[src/core/sqe_params.svh]
`ifndef SQE_PARAMS_SVH
`define SQE_PARAMS_SVH

// Register byte offsets.
`define SQE_OFS_CTRL 8'h00
`define SQE_OFS_HMERIT 8'h04
`define SQE_OFS_HDIL 8'h08
`define SQE_OFS_VMERIT 8'h0C
`define SQE_OFS_VDIL 8'h10
`define SQE_OFS_BUILD 8'h14
`define SQE_OFS_FIELDS 8'h18
`define SQE_OFS_MSG_HI 8'h1C
`define SQE_OFS_MSG_LO 8'h20

// Writable bit masks, which are also the reset values' complement domain.
`define SQE_CTRL_MASK 32'h0007_3F1F
`define SQE_MERIT_MASK 32'h000F_FFFF
`define SQE_DOP_MASK 32'h0000_03FF
`define SQE_CTRL_RESET 32'h0000_0000
`define SQE_MERIT_RESET 32'h0000_0000
`define SQE_DOP_RESET 32'h0000_0000

// Control register field positions, and the busy bit of the fields register.
`define SQE_CTRL_VALID 0
`define SQE_CTRL_CERT 1
`define SQE_CTRL_HPRESENT 2
`define SQE_CTRL_VPRESENT 3
`define SQE_CTRL_SURF_EN 4
`define SQE_CTRL_NAVCAT_LO 8
`define SQE_CTRL_SRCLVL_LO 12
`define SQE_CTRL_VELCAT_LO 16
`define SQE_FIELDS_BUSY 31

// Fixed field values.
`define SQE_NAVCAT_LOWCOST 4'h6
`define SQE_SRCLVL_LOWCOST 2'h1
`define SQE_VELCAT_LOWCOST 3'h1
`define SQE_SDA_VALUE 2'h1
`define SQE_TYPE_CODE 5'h1F
`define SQE_SUB_AIRBORNE 3'h0
`define SQE_SUB_SURFACE 3'h1
`define SQE_CAP_EQUIPPED 2'h1
`define SQE_VERSION 3'h2

// Merit derivation: merit = 2 * dilution * range error (metres).
`define SQE_RANGE_ERROR_M 6
`define SQE_MERIT_FACTOR (2 * `SQE_RANGE_ERROR_M)

// Horizontal merit thresholds in decimetres.
`define SQE_POSCAT_T11 20'd30
`define SQE_POSCAT_T10 20'd100
`define SQE_POSCAT_T9 20'd300
`define SQE_POSCAT_T8 20'd926
`define SQE_POSCAT_T7 20'd1852
`define SQE_POSCAT_T6 20'd5556
`define SQE_POSCAT_T5 20'd9260
`define SQE_POSCAT_T4 20'd18520
`define SQE_POSCAT_T3 20'd37040
`define SQE_POSCAT_T2 20'd74080
`define SQE_POSCAT_T1 20'd185200

// Vertical merit thresholds in decimetres.
`define SQE_VERTACC_T2 20'd450
`define SQE_VERTACC_T1 20'd1500

`endif

[src/core/sqe_pkg.sv]
package sqe_pkg;

  typedef struct packed {
    logic [3:0] nav_integrity_category;
    logic [1:0] source_integrity_level;
    logic [1:0] sda;
    logic [3:0] position_accuracy_category;
    logic [2:0] velocity_accuracy_category;
    logic [1:0] geometric_vertical_accuracy;
  } sqe_fields_t;

  typedef enum logic [1:0] {
    ST_IDLE,
    ST_EVAL,
    ST_EMIT
  } sqe_build_state_t;

endpackage : sqe_pkg

[src/core/sqe_merit.sv]
`timescale 1ns/1ps
`default_nettype none
`include "sqe_params.svh"

module sqe_merit
  import sqe_pkg::*;
(
  // Clock and reset.
  input wire logic i_clk,
  input wire logic i_sys_rst,
  // Source metrics.
  input wire logic i_present,
  input wire logic [19:0] i_merit_dm,
  input wire logic [9:0] i_dop_tenths,
  // Effective merit.
  output logic [19:0] o_merit_dm
);

  logic [19:0] derived;
  logic [19:0] merit_r;

  // With dilution in tenths and merit in decimetres the scale factors cancel.
  assign derived = 20'(i_dop_tenths) * 20'(`SQE_MERIT_FACTOR);

  always_ff @(posedge i_clk) begin
    if (i_sys_rst) begin
      merit_r <= 20'h00000;
    end else if (i_present) begin
      merit_r <= i_merit_dm; // RULE18
    end else begin
      merit_r <= derived; // RULE7
    end
  end

  assign o_merit_dm = merit_r;
endmodule : sqe_merit
`default_nettype wire

[src/core/sqe_top.sv]
`timescale 1ns/1ps
`default_nettype none
`include "sqe_params.svh"

// Summary of operation
// RULE1: Valid low-cost fix gives integrity category 6.
// RULE2: Valid low-cost fix gives integrity level 1.
// RULE3: Certified source uses software-supplied integrity values.
// RULE4: Invalid position zeroes integrity category and level.
// RULE5: Design assurance field always reads 1.
// RULE6: Position accuracy category mapped from horizontal merit.
// RULE7: Missing horizontal merit is twelve times dilution.
// RULE8: Valid low-cost fix gives velocity category 1.
// RULE9: Invalid position zeroes velocity accuracy category.
// RULE10: Vertical accuracy mapped from vertical merit.
// RULE11: Missing vertical merit is twelve times dilution.
// RULE12: Status message capability marks low-cost unit.
// RULE13: Payload bits 21-22 carry 01 when equipped.
// RULE14: Surface status subtype is optional, software enabled.
// RULE15: Source ignores augmentation during type 0.
// RULE16: Source drops satellites with index 15.
// RULE17: Source applies fast and long-term corrections.
// RULE18: Source supplies horizontal merit or dilution.
// RULE19: Source supplies vertical merit or dilution.
// RULE20: Source solution uses GPS constellation only.
// RULE21: Fields re-evaluated from latest inputs per message.
module sqe_top
  import sqe_pkg::*;
(
  // Clock and reset.
  input wire logic i_clk,
  input wire logic i_sys_rst,
  // AXI4-Lite write address.
  input wire logic i_axi_awvalid,
  output logic o_axi_awready,
  input wire logic [7:0] i_axi_awaddr,
  // AXI4-Lite write data.
  input wire logic i_axi_wvalid,
  output logic o_axi_wready,
  input wire logic [31:0] i_axi_wdata,
  input wire logic [3:0] i_axi_wstrb,
  // AXI4-Lite write response.
  output logic o_axi_bvalid,
  input wire logic i_axi_bready,
  output logic [1:0] o_axi_bresp,
  // AXI4-Lite read address.
  input wire logic i_axi_arvalid,
  output logic o_axi_arready,
  input wire logic [7:0] i_axi_araddr,
  // AXI4-Lite read data.
  output logic o_axi_rvalid,
  input wire logic i_axi_rready,
  output logic [31:0] o_axi_rdata,
  output logic [1:0] o_axi_rresp,
  // Encoded fields and status message payload.
  output sqe_fields_t o_fields,
  output logic [55:0] o_msg,
  output logic o_msg_valid
);

  logic aw_held_r;
  logic w_held_r;
  logic [7:0] aw_addr_r;
  logic [31:0] w_data_r;
  logic [3:0] w_strb_r;
  logic bvalid_r;
  logic [1:0] bresp_r;
  logic rvalid_r;
  logic [31:0] rdata_r;
  logic [1:0] rresp_r;
  logic do_write;
  logic [31:0] ctrl_r;
  logic [31:0] hmerit_r;
  logic [31:0] hdil_r;
  logic [31:0] vmerit_r;
  logic [31:0] vdil_r;
  logic build_req;
  logic surface_req_r;
  logic [19:0] h_merit;
  logic [19:0] v_merit;
  sqe_fields_t fields_nxt;
  sqe_fields_t fields_r;
  sqe_build_state_t state_r;
  logic [55:0] msg_r;

  function automatic logic addr_known(input logic [7:0] a);
    addr_known = (a == `SQE_OFS_CTRL) || (a == `SQE_OFS_HMERIT) ||
                 (a == `SQE_OFS_HDIL) || (a == `SQE_OFS_VMERIT) ||
                 (a == `SQE_OFS_VDIL) || (a == `SQE_OFS_BUILD) ||
                 (a == `SQE_OFS_FIELDS) || (a == `SQE_OFS_MSG_HI) ||
                 (a == `SQE_OFS_MSG_LO);
  endfunction : addr_known

  function automatic logic [31:0] merge(input logic [31:0] old_v,
                                        input logic [31:0] new_v,
                                        input logic [3:0] strb);
    logic [31:0] res;
    res = old_v;
    for (int i = 0; i < 4; i++) begin
      if (strb[i]) begin
        res[i*8 +: 8] = new_v[i*8 +: 8];
      end
    end
    merge = res;
  endfunction : merge

  function automatic logic [3:0] pos_cat_map(input logic [19:0] m);
    if (m < `SQE_POSCAT_T11) pos_cat_map = 4'hB;
    else if (m < `SQE_POSCAT_T10) pos_cat_map = 4'hA;
    else if (m < `SQE_POSCAT_T9) pos_cat_map = 4'h9;
    else if (m < `SQE_POSCAT_T8) pos_cat_map = 4'h8;
    else if (m < `SQE_POSCAT_T7) pos_cat_map = 4'h7;
    else if (m < `SQE_POSCAT_T6) pos_cat_map = 4'h6;
    else if (m < `SQE_POSCAT_T5) pos_cat_map = 4'h5;
    else if (m < `SQE_POSCAT_T4) pos_cat_map = 4'h4;
    else if (m < `SQE_POSCAT_T3) pos_cat_map = 4'h3;
    else if (m < `SQE_POSCAT_T2) pos_cat_map = 4'h2;
    else if (m < `SQE_POSCAT_T1) pos_cat_map = 4'h1;
    else pos_cat_map = 4'h0;
  endfunction : pos_cat_map

  function automatic logic [1:0] vert_acc_map(input logic [19:0] m);
    if (m <= `SQE_VERTACC_T2) vert_acc_map = 2'h2;
    else if (m <= `SQE_VERTACC_T1) vert_acc_map = 2'h1;
    else vert_acc_map = 2'h0;
  endfunction : vert_acc_map

  // Write channel: address and data are taken in either order, one write at a time.
  assign do_write = aw_held_r && w_held_r && !bvalid_r;
  assign o_axi_awready = !aw_held_r && !bvalid_r;
  assign o_axi_wready = !w_held_r && !bvalid_r;

  always_ff @(posedge i_clk) begin
    if (i_sys_rst) begin
      aw_held_r <= 1'b0;
      aw_addr_r <= 8'h00;
    end else if (i_axi_awvalid && o_axi_awready) begin
      aw_held_r <= 1'b1;
      aw_addr_r <= i_axi_awaddr;
    end else if (do_write) begin
      aw_held_r <= 1'b0;
    end
  end

  always_ff @(posedge i_clk) begin
    if (i_sys_rst) begin
      w_held_r <= 1'b0;
      w_data_r <= 32'h0000_0000;
      w_strb_r <= 4'h0;
    end else if (i_axi_wvalid && o_axi_wready) begin
      w_held_r <= 1'b1;
      w_data_r <= i_axi_wdata;
      w_strb_r <= i_axi_wstrb;
    end else if (do_write) begin
      w_held_r <= 1'b0;
    end
  end

  always_ff @(posedge i_clk) begin
    if (i_sys_rst) begin
      bvalid_r <= 1'b0;
      bresp_r <= 2'h0;
    end else if (do_write) begin
      bvalid_r <= 1'b1;
      bresp_r <= addr_known(aw_addr_r) ? 2'h0 : 2'h2;
    end else if (i_axi_bready) begin
      bvalid_r <= 1'b0;
    end
  end

  assign o_axi_bvalid = bvalid_r;
  assign o_axi_bresp = bresp_r;

  // Software-held source state; read-only offsets ignore writes.
  always_ff @(posedge i_clk) begin
    if (i_sys_rst) begin
      ctrl_r <= `SQE_CTRL_RESET;
      hmerit_r <= `SQE_MERIT_RESET;
      hdil_r <= `SQE_DOP_RESET;
      vmerit_r <= `SQE_MERIT_RESET;
      vdil_r <= `SQE_DOP_RESET;
    end else if (do_write) begin
      case (aw_addr_r)
        `SQE_OFS_CTRL: ctrl_r <= merge(ctrl_r, w_data_r, w_strb_r) & `SQE_CTRL_MASK;
        `SQE_OFS_HMERIT: hmerit_r <= merge(hmerit_r, w_data_r, w_strb_r) & `SQE_MERIT_MASK;
        `SQE_OFS_HDIL: hdil_r <= merge(hdil_r, w_data_r, w_strb_r) & `SQE_DOP_MASK;
        `SQE_OFS_VMERIT: vmerit_r <= merge(vmerit_r, w_data_r, w_strb_r) & `SQE_MERIT_MASK;
        `SQE_OFS_VDIL: vdil_r <= merge(vdil_r, w_data_r, w_strb_r) & `SQE_DOP_MASK;
        default: ;
      endcase
    end
  end

  assign build_req = do_write && (aw_addr_r == `SQE_OFS_BUILD) && w_strb_r[0];

  // One instance per axis keeps the merit fallback identical for both.
  sqe_merit u_hmerit (
    .i_clk(i_clk),
    .i_sys_rst(i_sys_rst),
    .i_present(ctrl_r[`SQE_CTRL_HPRESENT]),
    .i_merit_dm(hmerit_r[19:0]),
    .i_dop_tenths(hdil_r[9:0]),
    .o_merit_dm(h_merit)
  );

  sqe_merit u_vmerit (
    .i_clk(i_clk),
    .i_sys_rst(i_sys_rst),
    .i_present(ctrl_r[`SQE_CTRL_VPRESENT]),
    .i_merit_dm(vmerit_r[19:0]),
    .i_dop_tenths(vdil_r[9:0]),
    .o_merit_dm(v_merit)
  );

  // Accuracy and integrity fields, recomputed every cycle from live inputs.
  always_comb begin
    fields_nxt = '0;
    fields_nxt.sda = `SQE_SDA_VALUE; // RULE5
    if (ctrl_r[`SQE_CTRL_VALID]) begin
      fields_nxt.position_accuracy_category = pos_cat_map(h_merit); // RULE6
      fields_nxt.geometric_vertical_accuracy = vert_acc_map(v_merit); // RULE10 RULE11
      if (ctrl_r[`SQE_CTRL_CERT]) begin
        fields_nxt.nav_integrity_category = ctrl_r[`SQE_CTRL_NAVCAT_LO +: 4]; // RULE3
        fields_nxt.source_integrity_level = ctrl_r[`SQE_CTRL_SRCLVL_LO +: 2]; // RULE3
        fields_nxt.velocity_accuracy_category = ctrl_r[`SQE_CTRL_VELCAT_LO +: 3];
      end else begin
        fields_nxt.nav_integrity_category = `SQE_NAVCAT_LOWCOST; // RULE1
        fields_nxt.source_integrity_level = `SQE_SRCLVL_LOWCOST; // RULE2
        fields_nxt.velocity_accuracy_category = `SQE_VELCAT_LOWCOST; // RULE8
      end
    end
    // An invalid fix leaves the integrity and velocity fields at zero. RULE4 RULE9
  end

  always_ff @(posedge i_clk) begin
    if (i_sys_rst) begin
      fields_r <= '0;
    end else begin
      fields_r <= fields_nxt;
    end
  end

  assign o_fields = fields_r;

  // Build sequencer; a request that arrives while busy is dropped.
  always_ff @(posedge i_clk) begin
    if (i_sys_rst) begin
      state_r <= ST_IDLE;
      surface_req_r <= 1'b0;
    end else begin
      case (state_r)
        ST_IDLE: begin
          if (build_req) begin
            state_r <= ST_EVAL;
            surface_req_r <= w_data_r[0] && ctrl_r[`SQE_CTRL_SURF_EN]; // RULE14
          end
        end
        ST_EVAL: state_r <= ST_EMIT;
        ST_EMIT: state_r <= ST_IDLE;
        default: state_r <= ST_IDLE;
      endcase
    end
  end

  // Payload is latched from the live field values, never from an older copy.
  always_ff @(posedge i_clk) begin
    if (i_sys_rst) begin
      msg_r <= 56'h00_0000_0000_0000;
    end else if (state_r == ST_EVAL) begin
      msg_r <= '0;
      msg_r[55:51] <= `SQE_TYPE_CODE; // RULE12
      msg_r[50:48] <= surface_req_r ? `SQE_SUB_SURFACE : `SQE_SUB_AIRBORNE; // RULE14
      msg_r[35:34] <= `SQE_CAP_EQUIPPED; // RULE12 RULE13
      msg_r[17:16] <= fields_nxt.sda; // RULE21
      msg_r[15:13] <= `SQE_VERSION;
      msg_r[11:8] <= fields_nxt.position_accuracy_category; // RULE21
      msg_r[7:6] <= surface_req_r ? 2'h0 : fields_nxt.geometric_vertical_accuracy; // RULE21
      msg_r[5:4] <= fields_nxt.source_integrity_level; // RULE21
    end
  end

  assign o_msg = msg_r;
  assign o_msg_valid = (state_r == ST_EMIT);

  // Read channel: one read at a time, answered one cycle after it is taken.
  assign o_axi_arready = !rvalid_r;

  always_ff @(posedge i_clk) begin
    if (i_sys_rst) begin
      rvalid_r <= 1'b0;
      rdata_r <= 32'h0000_0000;
      rresp_r <= 2'h0;
    end else if (i_axi_arvalid && o_axi_arready) begin
      rvalid_r <= 1'b1;
      rresp_r <= addr_known(i_axi_araddr) ? 2'h0 : 2'h2;
      case (i_axi_araddr)
        `SQE_OFS_CTRL: rdata_r <= ctrl_r;
        `SQE_OFS_HMERIT: rdata_r <= hmerit_r;
        `SQE_OFS_HDIL: rdata_r <= hdil_r;
        `SQE_OFS_VMERIT: rdata_r <= vmerit_r;
        `SQE_OFS_VDIL: rdata_r <= vdil_r;
        `SQE_OFS_FIELDS: rdata_r <= {(state_r != ST_IDLE), 14'h0000, fields_r};
        `SQE_OFS_MSG_HI: rdata_r <= {8'h00, msg_r[55:32]};
        `SQE_OFS_MSG_LO: rdata_r <= msg_r[31:0];
        default: rdata_r <= 32'h0000_0000;
      endcase
    end else if (i_axi_rready) begin
      rvalid_r <= 1'b0;
    end
  end

  assign o_axi_rvalid = rvalid_r;
  assign o_axi_rdata = rdata_r;
  assign o_axi_rresp = rresp_r;
endmodule : sqe_top
`default_nettype wire

[config.mk]
export PLATFORM = sky130hd
export DESIGN_NAME = sqe_top
export DESIGN_NICKNAME = d
export VERILOG_FILES = /design/src/core/sqe_pkg.sv /design/src/core/sqe_merit.sv /design/src/core/sqe_top.sv
export VERILOG_INCLUDE_DIRS = /design/src /design/src/core
export SDC_FILE = /design/constraint.sdc
export NUM_CORES = 1
export LEC_CHECK = 0
export BUFFER_PORTS_ARGS = -buffer_cell sky130_fd_sc_hd__buf_4
export CAP_MARGIN = 20
export CORE_MARGIN = 2
export CORE_UTILIZATION = 50
export DETAILED_ROUTE_END_ITERATION = 8
export PLACE_DENSITY = 0.73
export SLEW_MARGIN = 20
export SYNTH_ARGS = -nofsm -noshare
export SYNTH_HDL_FRONTEND = slang
export SYNTH_SLANG_ARGS = --single-unit
[constraint.sdc]
create_clock -name i_clk -period 2.6 [get_ports i_clk]
set_input_delay 0.13 -clock i_clk [delete_from_list [all_inputs] [get_ports i_clk]]
set_output_delay 0.13 -clock i_clk [all_outputs]
set_load 0.01 [all_outputs]
==> run_results.csv <==
group,metric,value,unit
logic_synthesis,yosysUniqueCellTypes,66,
worst_setup_path,timing.critical_path.slowest_stage_cell,"sky130_fd_sc_hd__dfxtp_1",
worst_setup_path,timing_worst_setup_path_type,"flop to flop",
logic_synthesis,synth-edff-count,0,
worst_setup_path,critPathLaunchType,"flop",
sta,setup_repair_after_global_routing_missed_its_margin,"false",
drt,num_vias,8374,
finish,n_fill_cell,1627,
pwr,power.combinational.fraction,0.055,
drt,detail_route.vias_per_cell,5.62,
grt,largest_net_degree_at_the_start_of_global_routing,86,
hold_path,min_delay_path_depth,3,
grt,grt_first_pass_wirelength,40300,um
clock_tree,clock-root-buffer,"sky130_fd_sc_hd__clkbuf_16",
worst_setup_path,timing.critical_path.to_type,"flop",
pwr,sequential_group_share_of_total_power,0.468,
logic_synthesis,netlist_instances,1124,
floorplanning,die_area,20100,um^2
clock_tree,clkSlewWorstSetupHoldPaths,60,ps
sta,final_setup_violation_count,0,
floorplanning,io-pin-count,174,
finish,num_antenna_cells,0,
pwr,power.share.switching,0.222,
logic_synthesis,average_cell_area_after_synthesis,8.45,um^2
sta,setup-tns-final,0,ps
floorplanning,die_height,142,um
sta,slew-limit-headroom,0.348,
logic_synthesis,synth_async_sr_flop_share,0,
drt,drt_total_wl,26100,um
pwr,pwr_density_cell,596,nW/um^2
hold_path,min-delay-start,"i_axi_awvalid",
clock_tree,tritoncts_buffer_count,21,
finish,nets,1325,
worst_setup_path,timing.critical_path.from,"hdil_r[0]",
worst_setup_path,critPathArrivalTime,2700,ps
pwr,leakage,4.84,nW
worst_setup_path,critical_path.n_buffers_inverters,1,
drt,wl_per_cell,17.5,um
drt,drt.antenna.violating_nets,0,
sta,finalClockSkew,11.1,ps
logic_synthesis,synth_sequential_area_ratio,0.424,
hold_path,hold_class,"input port to flop",
pwr,switchingPower,1.51,mW
clock_tree,clock_tree.htree_level_count,1,
floorplanning,chipWidth,142,um
drt,drtPass1Iterations,5,
grt,grt_pass1_vias,7610,
worst_setup_path,timing.rr.start,"hdil_r[0]",
sta,timing.final.crit_share,0.873,
pwr,intPower,5.28,mW
worst_setup_path,worstPathCellList,"ha_1 > inv_1 > fa_1 > nor2b_1 > o21ai_0 > a21oi_1 > o21ai_0 > a21oi_1 > a211oi_1 > nor3_1",
logic_synthesis,ys_dominant_reg_cell,"sky130_fd_sc_hd__dfxtp_1",
sta,final_period_minus_worst_setup_slack,2270,ps
clock_tree,numClockSinks,201,
sta,max_freq,0.440,GHz
placed_design,final_estimated_routing_congestion_in_global_placement,0.893,
clock_tree,clock_latency_on_the_worst_skew_pair,500,ps
pwr,ir_drop,0.430,mV
hold_path,worst_hold_path.endpoint,"aw_held_r",
sta,timing_max_transition_violations_final,0,
drt,drc,0,
grt,grt-ovfl-total,0,
worst_setup_path,worst_r2r_endpoint,"u_hmerit.o_merit_dm[13]",
logic_synthesis,synth-warning-count,0,
worst_setup_path,cpPeakStageDelay,390,ps
job,maxCapViolCount,0,
drt,drt_iter0_drc,596,
logic_synthesis,synth-seq-cells,201,
sta,hold_viol_final,0,
worst_setup_path,timing.reg2reg.setup_slack,330,ps
logic_synthesis,syn-cell-area,9500,um^2
logic_synthesis,synth_area_leader_cell,"sky130_fd_sc_hd__dfxtp_1",
floorplanning,floorplan.initialDensity,0.508,
logic_synthesis,synth_area_leaders,"sky130_fd_sc_hd__dfxtp_1, sky130_fd_sc_hd__mux2i_1, sky130_fd_sc_hd__a21oi_1, sky130_fd_sc_hd__nor2_1, sky130_fd_sc_hd__nand2_1",
finish,final_layout_size_suffix_gt1_frac,0.155,
grt,grt_antenna_before_repair,0,
clock_tree,clock_tree_from_tritoncts,"built",
floorplanning,design.core.area,18700,um^2
pwr,proportion_of_power_drawn_by_the_clock_network,0.476,
floorplanning,placement_rows,50,
finish,multi_input_area,4850,um^2
worst_setup_path,reg2regPathDepth,10,
worst_setup_path,timing.critical_path.fanout_max,4,
pwr,report.power.total,6.79,mW
sta,worst_slew_pin_slew,976,ps
worst_setup_path,crit_family,"compound AO/OA/AOI/OAI gates",
finish,flow.area_growth_from_synthesis,19.9,%
grt,global_route.usage.total,0.254,
logic_synthesis,post-synth-top-area-fraction,0.424,
outcome,result_of_the_run,"completed",
placed_design,hpwlAfterDp,18900,um
clock_tree,post_cts_repair_timing_setup_buffer_count,0,
clock_tree,clock_path_buffers,3,
placed_design,numPortBuffers,111,
worst_setup_path,required,3030,ps
finish,seq_area,4020,um^2
[registers in the layout, indices dropped and copies added, names as in the netlist, 14 cells and up]
register / cells
ctrl_r: 14
u_vmerit.o_merit_dm: 20
w_data_r: 20
u_hmerit.o_merit_dm: 19
vmerit_r: 20
o_fields: 16
hmerit_r: 20
o_axi_rdata: 22
[how the worst max path moves through the flow]
stage | endpoint | slack (ps) | cells after the start
3_5_place_dp | u_hmerit.o_merit_dm[11] | 360 | 10
5_1_grt | u_hmerit.o_merit_dm[13] | 60 | 10
2_1_floorplan | u_vmerit.o_merit_dm[11] | 630 | 10
3_3_place_gp | u_hmerit.o_merit_dm[11] | 400 | 10
4_1_cts | u_hmerit.o_merit_dm[13] | 340 | 10
6_report | u_hmerit.o_merit_dm[13] | 330 | 10
[layout make-up]
cell class,count,area share
multi-input combinational,818,0.426
sequential,201,0.353
timing repair buffer,165,0.117
clock buffer,34,0.0574
tap,234,0.0257
inverter,35,0.0115
clock inverter,4,0.00868
[cells in the final DEF, fill, tap and decap left out, drive strengths merged, types with 4 or more instances in the layout]
cell,count
a211oi,6
a21oi,123
a222oi,5
a22o,4
a22oi,14
a31oi,7
a32oi,7
and2,21
and3,10
buf,131
clkbuf,34
conb,49
dfxtp,201
dlygate4sd3,34
ha,22
inv,36
mux2,14
mux2i,80
nand2,128
nand3,25
nand4,5
nor2,149
nor2b,19
nor3,24
nor4,9
nor4b,4
o211ai,4
o21a,5
o21ai,24
o22ai,4
or2,4
or3,5
xnor2,4
[what timing repair did]
| action | in CTS | in global routing |
|---|---|---|
| resized for setup | 0 | 0 |
| endpoints found under the hold margin | 33 | 0 |
| hold buffers | 34 | 0 |
[cell usage after synthesis (5+ instances only)]
library cell and number:
sky130_fd_sc_hd__inv_1 35, sky130_fd_sc_hd__o21ai_0 21, sky130_fd_sc_hd__ha_1 22, sky130_fd_sc_hd__mux2i_1 80, sky130_fd_sc_hd__dfxtp_1 201, sky130_fd_sc_hd__and2_1 21, sky130_fd_sc_hd__a32oi_1 7, sky130_fd_sc_hd__nor2b_1 19
sky130_fd_sc_hd__a222oi_1 5, sky130_fd_sc_hd__nor2_1 146, sky130_fd_sc_hd__nor3_1 22, sky130_fd_sc_hd__a21oi_1 123, sky130_fd_sc_hd__nor4_1 7, sky130_fd_sc_hd__buf_2 5, sky130_fd_sc_hd__o21a_1 5, sky130_fd_sc_hd__a211oi_1 6
sky130_fd_sc_hd__nand4_1 5, sky130_fd_sc_hd__nand2_1 127, sky130_fd_sc_hd__a22oi_1 14, sky130_fd_sc_hd__buf_4 59, sky130_fd_sc_hd__a31oi_1 7, sky130_fd_sc_hd__mux2_2 14, sky130_fd_sc_hd__nand3_1 25, sky130_fd_sc_hd__buf_1 6
sky130_fd_sc_hd__and3_1 10, sky130_fd_sc_hd__clkbuf_1 48
[layer usage]
| metal | vias to the layer above | global-route usage | part of all wire |
|---|---|---|---|
| met5 | - | 0 | 0 |
| met4 | 0 | 0.0753 | 0.025 |
| met3 | 56 | 0.0307 | 0.076 |
| met2 | 364 | 0.417 | 0.46 |
| met1 | 3928 | 0.352 | 0.44 |
| li1 | 4026 | - | - |
[worst min-delay path: stages]
cell and delay (ps):
sky130_fd_sc_hd__buf_4 80, sky130_fd_sc_hd__nand2_1 180, sky130_fd_sc_hd__a21oi_1 170
[power groups by stage]
stage	sequential (mW)	clock, mW	combinational [mW]
global placement	3.24	0	0.325
floorplan	3.22	0	0.269
finish	3.18	3.24	0.377
detailed placement	3.24	0	0.329
CTS	3.18	3.27	0.371
global route	3.18	3.40	0.416
[logic make-up after synthesis]
family,synth area share
XOR/XNOR,0.00553
buffers and inverters,0.0844
AO/OA/AOI/OAI,0.146
adder cells (fa/ha/maj),0.0332
AND/OR/NAND/NOR,0.204
multiplexers,0.103
flip-flops,0.424
other,0.000395
[metrics by stage]
stage / utilization / setup WS (ps) / cells / hold slack, ps / cell area [um^2]
2_1_floorplan: - / 627 / 1172 / 229 / 9680
3_3_place_gp: 0.551 / 401 / 1419 / 314 / 10300
3_5_place_dp: 0.551 / 357 / 1419 / 321 / 10300
4_1_cts: 0.609 / 344 / 1491 / 86.9 / 11400
5_1_grt: 0.609 / 57.9 / 1491 / 131 / 11400
6_report: 0.609 / 330 / 1491 / 97.2 / 11400
Power figures use the tool's default switching activity.
